[config.mk]
export PLATFORM = sky130hd
export DESIGN_NAME = mcir_regs
export DESIGN_NICKNAME = d
export VERILOG_FILES = /design/src/rtl/mcir_regs.v
export VERILOG_INCLUDE_DIRS = /design/src /design/src/rtl
export SDC_FILE = /design/constraint.sdc
export NUM_CORES = 1
export LEC_CHECK = 0
export CORE_MARGIN = 2
export CORE_UTILIZATION = 30
export CTS_CLUSTER_SIZE = 28
export DETAILED_ROUTE_END_ITERATION = 6
export DONT_BUFFER_PORTS = 1
export HOLD_SLACK_MARGIN = 0.02
export PLACE_DENSITY = 0.46
export SETUP_SLACK_MARGIN = 0.15
export SLEW_MARGIN = 25
export SYNTH_ARGS = -nofsm -noshare
export SYNTH_HDL_FRONTEND = slang
export SYNTH_SLANG_ARGS = --single-unit
[constraint.sdc]
create_clock -name clk -period 2 [get_ports clk]
set_clock_uncertainty 0.1 [all_clocks]
set_input_delay 0.2 -clock clk [delete_from_list [all_inputs] [get_ports clk]]
set_output_delay 0.2 -clock clk [all_outputs]
set_load 0.02 [all_outputs]
[src/rtl/mcir_map.vh]
`ifndef MCIR_MAP_VH
`define MCIR_MAP_VH
// Register offsets (4-bit address space)
`define MCIR_ADDR_PRSR 4'h0
`define MCIR_ADDR_MASK 4'h1
`define MCIR_ADDR_STAT 4'h2
`define MCIR_ADDR_CTLA 4'h3
`define MCIR_ADDR_CTLB 4'h4
`define MCIR_ADDR_EXTS 4'h5
`define MCIR_ADDR_IEN 4'h6
`define MCIR_ADDR_ICLR 4'h7
// Reset value of every register
`define MCIR_RST8 8'h00
// Field positions
`define MCIR_SA_HI 7
`define MCIR_SA_LO 4
`define MCIR_ST_HI 3
`define MCIR_ST_LO 0
`define MCIR_B_PU 7
`define MCIR_B_SE 6
`define MCIR_B_RP 6
`define MCIR_B_RI 5
`define MCIR_B_RM 5
`define MCIR_B_CL 4
`define MCIR_B_EI 3
`define MCIR_B_ZI 2
`define MCIR_B_DI 1
`define MCIR_B_CI 0
// Control A fields
`define MCIR_B_MOE 7
`define MCIR_B_VC 3
`define MCIR_B_SWA 2
// Control B fields (own register)
`define MCIR_B_HDM 5
`define MCIR_B_SDM 4
`define MCIR_TES_HI 1
`define MCIR_TES_LO 0
// Special write value and prescaler ratio limits
`define MCIR_FORCE_UPD 8'hff
`define MCIR_ST_MAX 4'hf
`define MCIR_ST_MIN 4'h0
`endif

[src/rtl/mcir_regs.v]
// Design decisions made here: the register addresses and the strobed register port.
`timescale 1ns/100ps
`default_nettype none
`include "mcir_map.vh"
module mcir_regs (
  input wire clk,
  input wire rst_n,
  input wire [3:0] addr,
  input wire [7:0] wdata,
  input wire wr_en,
  input wire rd_en,
  output reg [7:0] rdata,
  input wire cpu_irq_masked,
  input wire pwm_update_evt,
  input wire speed_err_evt,
  input wire ratio_up_evt,
  input wire ratio_down_evt,
  input wire curr_limit_evt,
  input wire estop_evt,
  input wire zero_cross_evt,
  input wire demag_end_evt,
  input wire commut_evt,
  input wire [5:0] phase_drive,
  output reg [5:0] phase_outputs,
  output wire phase_out_enable,
  output wire [3:0] timer_prescale_ratio,
  output wire [3:0] curr_mode_rate_sel,
  output reg timer_shift_right,
  output reg timer_shift_left,
  output reg pwm_force_update,
  output wire volt_curr_sel,
  output wire auto_switch_sel,
  output wire irq_req,
  output wire irq
);

  reg [7:0] prsr_q;
  reg [7:0] mask_q;
  reg [7:0] stat_q;
  reg [7:0] ctla_q;
  reg [7:0] ctlb_q;
  reg [7:0] ext_q;
  reg [7:0] ien_q;
  reg [7:0] stat_d;
  reg [7:0] ext_d;
  reg [3:0] st_d;
  reg sr_q;
  wire wr_stat;
  wire force_upd;
  wire ratio_flags_plain;
  wire [7:0] stat_evt;
  wire [7:0] ext_evt;
  wire [7:0] gate;

  assign curr_mode_rate_sel = prsr_q[`MCIR_SA_HI:`MCIR_SA_LO];
  assign timer_prescale_ratio = prsr_q[`MCIR_ST_HI:`MCIR_ST_LO];
  assign phase_out_enable = ctla_q[`MCIR_B_MOE];
  assign volt_curr_sel = ctla_q[`MCIR_B_VC];
  assign auto_switch_sel = ctla_q[`MCIR_B_SWA];

  // Speed sensor mode counts as any nonzero sensor select code
  assign ratio_flags_plain = auto_switch_sel |
    (ctlb_q[`MCIR_TES_HI:`MCIR_TES_LO] != 2'b00);
  assign wr_stat = wr_en && (addr == `MCIR_ADDR_STAT);
  assign force_upd = wr_stat && (wdata == `MCIR_FORCE_UPD);

  // Hardware events into the status layout; ratio events only in plain-flag modes
  assign stat_evt = {pwm_update_evt | force_upd,
                     ratio_up_evt & ratio_flags_plain,
                     ratio_down_evt & ratio_flags_plain,
                     curr_limit_evt & ~volt_curr_sel,
                     estop_evt, zero_cross_evt, demag_end_evt, commut_evt};

  // Speed error has no status bit here; it lives in the extra event register
  assign ext_evt = stat_evt | {1'b0, speed_err_evt, 6'h00};

  // Mask gating; ratio flags in switched mode are action requests, not interrupts
  assign gate = {mask_q[`MCIR_B_PU],
                 mask_q[`MCIR_B_RI] & ratio_flags_plain,
                 mask_q[`MCIR_B_RI] & ratio_flags_plain,
                 mask_q[`MCIR_B_CL], mask_q[`MCIR_B_EI], mask_q[`MCIR_B_ZI],
                 mask_q[`MCIR_B_DI] & (ctlb_q[`MCIR_B_HDM] | ctlb_q[`MCIR_B_SDM]),
                 mask_q[`MCIR_B_CI]};

  assign irq_req = (|(stat_q & gate) | (ext_q[`MCIR_B_SE] & mask_q[`MCIR_B_SE]))
                   & ~cpu_irq_masked;
  assign irq = |(ext_q & ien_q);

  always @* begin
    stat_d = stat_q;
    if (wr_stat && !force_upd) begin
      // Write 0 clears, write 1 keeps (autoswitched: 1 never sets)
      stat_d = stat_q & wdata;
      if (!ratio_flags_plain) begin
        // Switched mode: ratio bits are written directly as requests
        stat_d[`MCIR_B_RP] = wdata[`MCIR_B_RP];
        stat_d[`MCIR_B_RM] = wdata[`MCIR_B_RM];
      end
    end
    // Ratio requests are consumed at the commutation that applies them
    if (!ratio_flags_plain && commut_evt && !wr_stat) begin
      stat_d[`MCIR_B_RP] = 1'b0;
      stat_d[`MCIR_B_RM] = 1'b0;
    end
    // Set wins over clear
    stat_d = stat_d | stat_evt;
  end

  always @* begin
    st_d = prsr_q[`MCIR_ST_HI:`MCIR_ST_LO];
    timer_shift_right = 1'b0;
    timer_shift_left = 1'b0;
    if (!ratio_flags_plain && commut_evt &&
        (stat_q[`MCIR_B_RP] ^ stat_q[`MCIR_B_RM])) begin
      // Both set at once is ignored, as neither would be honoured
      if (stat_q[`MCIR_B_RP] && st_d != `MCIR_ST_MAX) begin
        st_d = st_d + 4'h1;
        timer_shift_right = 1'b1;
      end else if (stat_q[`MCIR_B_RM] && st_d != `MCIR_ST_MIN) begin
        st_d = st_d - 4'h1;
        timer_shift_left = 1'b1;
      end
    end else if (ratio_flags_plain) begin
      // Saturate rather than wrap, a wrapped prescaler would jump speed range
      if (ratio_up_evt && !ratio_down_evt && st_d != `MCIR_ST_MAX)
        st_d = st_d + 4'h1;
      else if (ratio_down_evt && !ratio_up_evt && st_d != `MCIR_ST_MIN)
        st_d = st_d - 4'h1;
    end
  end

  always @* begin
    ext_d = ext_q | ext_evt;
    if (wr_en && addr == `MCIR_ADDR_ICLR)
      ext_d = (ext_q & ~wdata) | ext_evt;
  end

  always @(posedge clk or negedge rst_n) begin
    if (!rst_n) begin
      prsr_q <= `MCIR_RST8;
      mask_q <= `MCIR_RST8;
      stat_q <= `MCIR_RST8;
      ctla_q <= `MCIR_RST8;
      ctlb_q <= `MCIR_RST8;
      ext_q <= `MCIR_RST8;
      ien_q <= `MCIR_RST8;
      rdata <= `MCIR_RST8;
      phase_outputs <= 6'h00;
      pwm_force_update <= 1'b0;
      sr_q <= 1'b0;
    end else begin
      stat_q <= stat_d;
      ext_q <= ext_d;
      pwm_force_update <= force_upd;
      sr_q <= rd_en;
      if (wr_en && addr == `MCIR_ADDR_PRSR)
        // A software write wins over a same-cycle ratio step
        prsr_q <= wdata;
      else
        prsr_q[`MCIR_ST_HI:`MCIR_ST_LO] <= st_d;
      if (wr_en && addr == `MCIR_ADDR_MASK)
        mask_q <= wdata;
      if (wr_en && addr == `MCIR_ADDR_CTLA)
        ctla_q <= wdata;
      if (wr_en && addr == `MCIR_ADDR_CTLB)
        ctlb_q <= wdata;
      if (wr_en && addr == `MCIR_ADDR_IEN)
        ien_q <= wdata;
      // Outputs held low (reset state) while disabled
      phase_outputs <= ctla_q[`MCIR_B_MOE] ? phase_drive : 6'h00;
      if (rd_en) begin
        case (addr)
          `MCIR_ADDR_PRSR: rdata <= prsr_q;
          `MCIR_ADDR_MASK: rdata <= mask_q;
          `MCIR_ADDR_STAT: rdata <= stat_q;
          `MCIR_ADDR_CTLA: rdata <= ctla_q;
          `MCIR_ADDR_CTLB: rdata <= ctlb_q;
          `MCIR_ADDR_EXTS: rdata <= ext_q;
          `MCIR_ADDR_IEN: rdata <= ien_q;
          default: rdata <= `MCIR_RST8;
        endcase
      end else if (sr_q) begin
        rdata <= `MCIR_RST8;
      end
    end
  end

endmodule
`default_nettype wire

== Word level (Yosys, flattened, before mapping) ==
Cells that the tools add are included.

* Bits of input ports: 32
* Register bits after elaboration: 72
* Word-level logic and storage cells: 99
* Output and inout port bits: 30

* Muxes and demuxes: 20
* Reductions and logical operators: 32
* $add $sub $neg: 2
* Equal/unequal tests: 10
* Bitwise operators: 23

{| class="wikitable"
|+ Operators with widths
! operator !! count
|-
| one-hot mux 8 bit (7 select lines) || 1
|-
| bitwise AND 8 bit || 4
|-
| 2-to-1 mux 8 bit || 4
|-
| 2-to-1 mux 4 bit || 7
|-
| OR 8 bit || 3
|-
| logical AND 1 bit || 18
|-
| equality test 4 x 3 -> 1 bit, second input constant || 4
|-
| OR reduction 8 bit || 2
|-
| equality test 4 x 2 -> 1 bit, second input constant || 2
|-
| equality test 8 bit, second input constant || 1
|-
| NOT 8 bit || 1
|-
| OR 8 x 7 -> 8 bit || 1
|-
| nonzero test 4 bit || 2
|-
| bitwise AND 1 bit || 7
|-
| 2-to-1 mux 6 bit || 1
|-
| zero test 1 bit || 5
|-
| 2-to-1 mux 1 bit || 5
|-
| adder 4 x 1 -> 4 bit, second input constant || 1
|-
| equality test 4 x 1 -> 1 bit, second input constant || 1
|-
| zero test 4 bit || 1
|-
| 2-to-1 mux 2 bit || 2
|-
| != test 4 x 1 -> 1 bit, second input constant || 1
|-
| != test 4 bit, second input constant || 1
|-
| OR 1 bit || 4
|-
| 6 further kinds || 8
|}

== Depth between registers and ports, before layout ==
* Depth after elaboration: 8
* Depth in mapped cells: 8
* Depth with buffers taken out: 8

== Worst setup path after synthesis ==
No wires, ideal clock.

* Kind: reg-to-reg
* Start point: register prsr_q[0]
* End point: register prsr_q[2]
* Stages on the path, launching flop included: 9
* Buffers on the path: 0
* Arrival: 1.762 ns
* Slack: 0.052 ns
* Required time: 1.814 ns
* Cells stage by stage: dfrtp_1 inv_1 ha_1 or3b_1 a22oi_1 o22ai_2 nand3_1 mux2i_1 nor3_1

* Word-level cells in the longest chain between the ends: 6

{| class="wikitable"
|+ RTL lines
! element !! line !! text
|-
| start: declaration || mcir_regs.v:37 || <nowiki>reg [7:0] prsr_q;</nowiki>
|-
| start signal: assignment || mcir_regs.v:140 || <nowiki>prsr_q <= `MCIR_RST8;</nowiki>
|-
| start signal: assignment || mcir_regs.v:158 || <nowiki>prsr_q <= wdata;</nowiki>
|-
| start signal: indexed assignment || mcir_regs.v:160 || <nowiki>prsr_q[`MCIR_ST_HI:`MCIR_ST_LO] <= st_d;</nowiki>
|-
| subtractor 4 x 1 -> 4 bit / != test 4 bit (equally long branches) || n/a ||
|-
| 2-to-1 mux 4 bit / logical AND 1 bit (equally long branches) || n/a ||
|-
| 2-to-1 mux 4 bit || mcir_regs.v:125 || <nowiki>if (ratio_up_evt && !ratio_down_evt && st_d != `MCIR_ST_MAX)</nowiki>
|-
| 2-to-1 mux 4 bit || mcir_regs.v:123 || <nowiki>end else if (ratio_flags_plain) begin</nowiki>
|-
| 2-to-1 mux 4 bit || mcir_regs.v:113 || <nowiki>if (!ratio_flags_plain && commut_evt &&</nowiki>
|-
| 2-to-1 mux 4 bit || mcir_regs.v:156 || <nowiki>if (wr_en && addr == `MCIR_ADDR_PRSR)</nowiki>
|}

Several ways; a longest one is shown, not always the timed one. The select of a mux whose other input is x is not followed.
A chain may end at the register's enable or synchronous reset.

== Final worst setup path ==
* Start point: register ctlb_q[1]
* End point: output irq_req

* Word-level cells in the longest chain between the ends: 7

{| class="wikitable"
|+ RTL lines
! element !! line !! text
|-
| start: declaration || mcir_regs.v:41 || <nowiki>reg [7:0] ctlb_q;</nowiki>
|-
| start signal: assignment || mcir_regs.v:144 || <nowiki>ctlb_q <= `MCIR_RST8;</nowiki>
|-
| start signal: assignment || mcir_regs.v:166 || <nowiki>ctlb_q <= wdata;</nowiki>
|-
| nonzero test 2 bit || mcir_regs.v:63 || <nowiki>(ctlb_q[`MCIR_TES_HI:`MCIR_TES_LO] != 2'b00);</nowiki>
|-
| OR 1 bit || mcir_regs.v:62 || <nowiki>assign ratio_flags_plain = auto_switch_sel |</nowiki>
|-
| bitwise AND 1 bit || mcir_regs.v:79, mcir_regs.v:80 ||
|-
| bitwise AND 8 bit || mcir_regs.v:85 || <nowiki>assign irq_req = (|(stat_q & gate) | (ext_q[`MCIR_B_SE] & mask_q[`MCIR_B_SE]))</nowiki>
|-
| OR reduction 8 bit || mcir_regs.v:85 ||
|-
| OR 1 bit || mcir_regs.v:85 ||
|-
| bitwise AND 1 bit || mcir_regs.v:85 ||
|-
| end: declaration || mcir_regs.v:33 || <nowiki>output wire irq_req,</nowiki>
|}

Every way passes these cells.

==> metrics.md <==
| Metric | Value |
|---|---|
| Syn Inst Count | `316` |
| Avg Cell Area, Syn | `11.26 um2` |
| CTS root buf | `clkbuf_16` |
| Fin. max-slew vios | `0` |
| CTS buffer count | `9` |
| Gr ovfl total | `0` |
| RSZ-0062 raised after global routing | `true` |
| Final hold viol count | `72` |
| I/O pin cnt | `62` |
| Max cap viols | `0` |
| Count of cell types in the netlist | `47` |
| Status | `complete, but fails checks` |
| Max Fclk | `504.6 MHz` |
| Clock slew at reported path FFs | `60 ps` |
| Min-delay worst type | `primary input to asynchronous set/reset pin` |
| Ys async rst share | `1.000` |
| Setup crit start kind | `register` |
| CTS tree | `built` |
| First-pass DRT Iterations | `6` |
| First-pass GRT wire length | `16.46 mm` |
| Fin area | `4563 um2` |
| CP max FO | `4` |
| DRC | `8` |
| Routability cong. | `0.7796` |
| Via count | `2731` |
| Max VDD drop | `0.0003945 V` |
| Worst slew pin tran | `516.4 ps` |
| Failing checks | `design-rule violations, negative hold slack` |
| Final setup TNS | `0 ps` |
| Die Width | `112.9 um` |
| Pin count of the biggest net entering global routing | `73` |
| Final Setup Violations | `0` |
| Vias in the first global route | `2845` |
| Data arrival, critical path | `1680 ps` |
| Share of cells above drive strength 1 | `0.2819` |
| Die Span Y | `112.9 um` |
| Post-route ant nets | `0` |
| Core Rows | `39` |
| Count leader, synth | `dfrtp_1` |
| Main synth FF type | `dfrtp_1` |
| Final period utilization | `0.9908` |
| Placeable core area | `11520 um2` |
| H-tree level count | `3` |
| Area delta synth->final | `28.19%` |
| Top cells by area, synth | `dfrtp_1 51%, mux2_2 12%, mux2i_1 3.4%` |
| Sequential area share after synthesis | `0.5062` |
| Most common library cells after synthesis | `72 x dfrtp_1, 37 x mux2_2, 30 x nand2_1` |
| Crit end category | `primary output` |
| Initial antenna violation count | `0` |
| PortBufs | `0` |
| Worst setup path class | `register to primary output` |
| Critical Path Start | `ctlb_q[1]$_DFFE_PN0P_` |
| Clock Path Buffers | `2` |
| Req. time, crit path | `1700 ps` |
| Final #Nets | `405` |
| Reg2reg start | `ctla_q[2]$_DFFE_PN0P_` |
| Final min period | `1982 ps` |
| WL final | `10.38 mm` |
| Area after DPL | `3841 um2` |
| Via/cell ratio | `5.262` |
| Leak | `1.892 nW` |
| Mapped Nets | `350` |
| Leading area contributor after synthesis | `dfrtp_1` |
| Initial core utilization | `0.3091` |
| Post-CTS Hold Buffers | `31` |
| Detailed-placement wirelength estimate | `7.121 mm` |
| Clock latency on the worst-skew pair | `340 ps` |
| # diodes | `0` |
| Synth Cell Area | `3560 um2` |
| Number of DRC markers in iteration 0 | `127` |
| WL/cell | `20.01 um` |
| Power per cell area | `1073 nW/um2` |
| Yosys warnings | `0` |
| WHS | `-541.9 ps` |
| Share of the synthesized area in the top cell type | `0.5062` |
| Slew HR | `0.6554` |
| Post-synthesis register bit count | `72` |
| Clock Sinks | `72` |
| Die ar. | `12750 um2` |
| EDFF count, synth | `0` |
| Total Routing Usage GR | `0.1716` |
## critical path, stage by stage (launching register included)
cell and delay [ps]:
dfrtp_1 410, or3_4 380, o211ai_1 180, a41oi_2 180, buf_4 190
## power breakdown
part	switching, W	leakage, nW	internal, W
Combinational	0.000596	0.900	0.000671
Clock	0.000600	0.143	0.00104
Sequential	0.000277	0.849	0.00172
Total	0.00147	1.89	0.00342
## stage by stage
| stage | hold WS [ps] | util | setup WS (ps) | std cells | power [W] |
|---|---|---|---|---|---|
| after floorplan | -195.6 | - | 153.6 | 316 | 0.002770 |
| after global placement | -194.1 | 0.3336 | 157.8 | 465 | 0.003088 |
| after detailed placement | -194.1 | 0.3336 | 125.9 | 465 | 0.003102 |
| after CTS | -557.7 | 0.3947 | 16.38 | 517 | 0.004949 |
| after global routing | -560.4 | 0.3962 | 10.26 | 519 | 0.005162 |
| final | -541.9 | 0.3962 | 18.40 | 519 | 0.004898 |
## final cells by class
type	instances	area, um2
clock buffer	14	264.0
clock inverter	2	37.54
fill	1157	6953
inverter	4	15.01
multi-input combinational	227	1758
sequential	72	1804
tap	143	178.9
timing repair buffer	57	505.5
## layer usage
layer | vias to the layer above | track usage | share of wire
met1 | 1373 | 0.2254 | 0.45
met2 | 71 | 0.2695 | 0.47
li1 | 1270 | - | -
met3 | 17 | 0.04178 | 0.047
met5 | - | 0 | 0
met4 | 0 | 0.07724 | 0.033
## layout by cell type (no fill, tap or decap), drive strengths merged, types with 13 or more instances in the layout
| cell | n |
|---|---|
| a21oi | 14 |
| buf | 26 |
| clkbuf | 14 |
| dfrtp | 72 |
| dlygate4sd3 | 31 |
| mux2 | 37 |
| mux2i | 13 |
| nand2 | 30 |
| nor2 | 22 |
| o21ai | 15 |
## repair_timing
action / 4_1_cts / 5_1_grt
buffers inserted: 5 / 2
endpoints found under the setup margin: 6 / 7
gates cloned: 0 / 0
resized for setup: 13 / 1
pin swaps: 13 / 5
hold endpoints to repair: 137 / 72
## registers in the layout, summed over array words and instances, names as in the netlist
name	flops
ien_q	8
rdata	8
ctlb_q	8
mask_q	8
sr_q	1
ctla_q	8
pwm_force_update	1
prsr_q	8
phase_outputs	6
stat_q	8
ext_q	8
## logic make-up (layout without fill, tap and decap cells)
kind of cell             count (synthesis)  count (layout)  share of synthesized area
AO/OA/AOI/OAI                           67              67                     0.1279
AND/OR/NAND/NOR                        101             101                     0.1480
flip-flops                              72              72                     0.5062
buffers and inverters                   17              77                    0.02109
adder cells (fa/ha/maj)                  2               2                   0.007029
multiplexers                            54              54                     0.1824
XOR/XNOR                                 3               3                   0.007383
## worst paths after layout
check / slack, ps / cells past startpoint / endpoint
setup reg to reg: 140 / 8 / prsr_q[1]$_DFFE_PN0P_
min in group clk: 20 / 3 / rdata[3]$_DFFE_PN0P_
max in group asynchronous: 2210 / 0 / prsr_q[1]$_DFFE_PN0P_
hold reg to reg: 400 / 1 / ctla_q[6]$_DFFE_PN0P_
hold / removal: -540 / 0 / phase_outputs[0]$_DFF_PN0_
setup / recovery: 20 / 4 / irq_req
(Power assumes the default switching activity.)
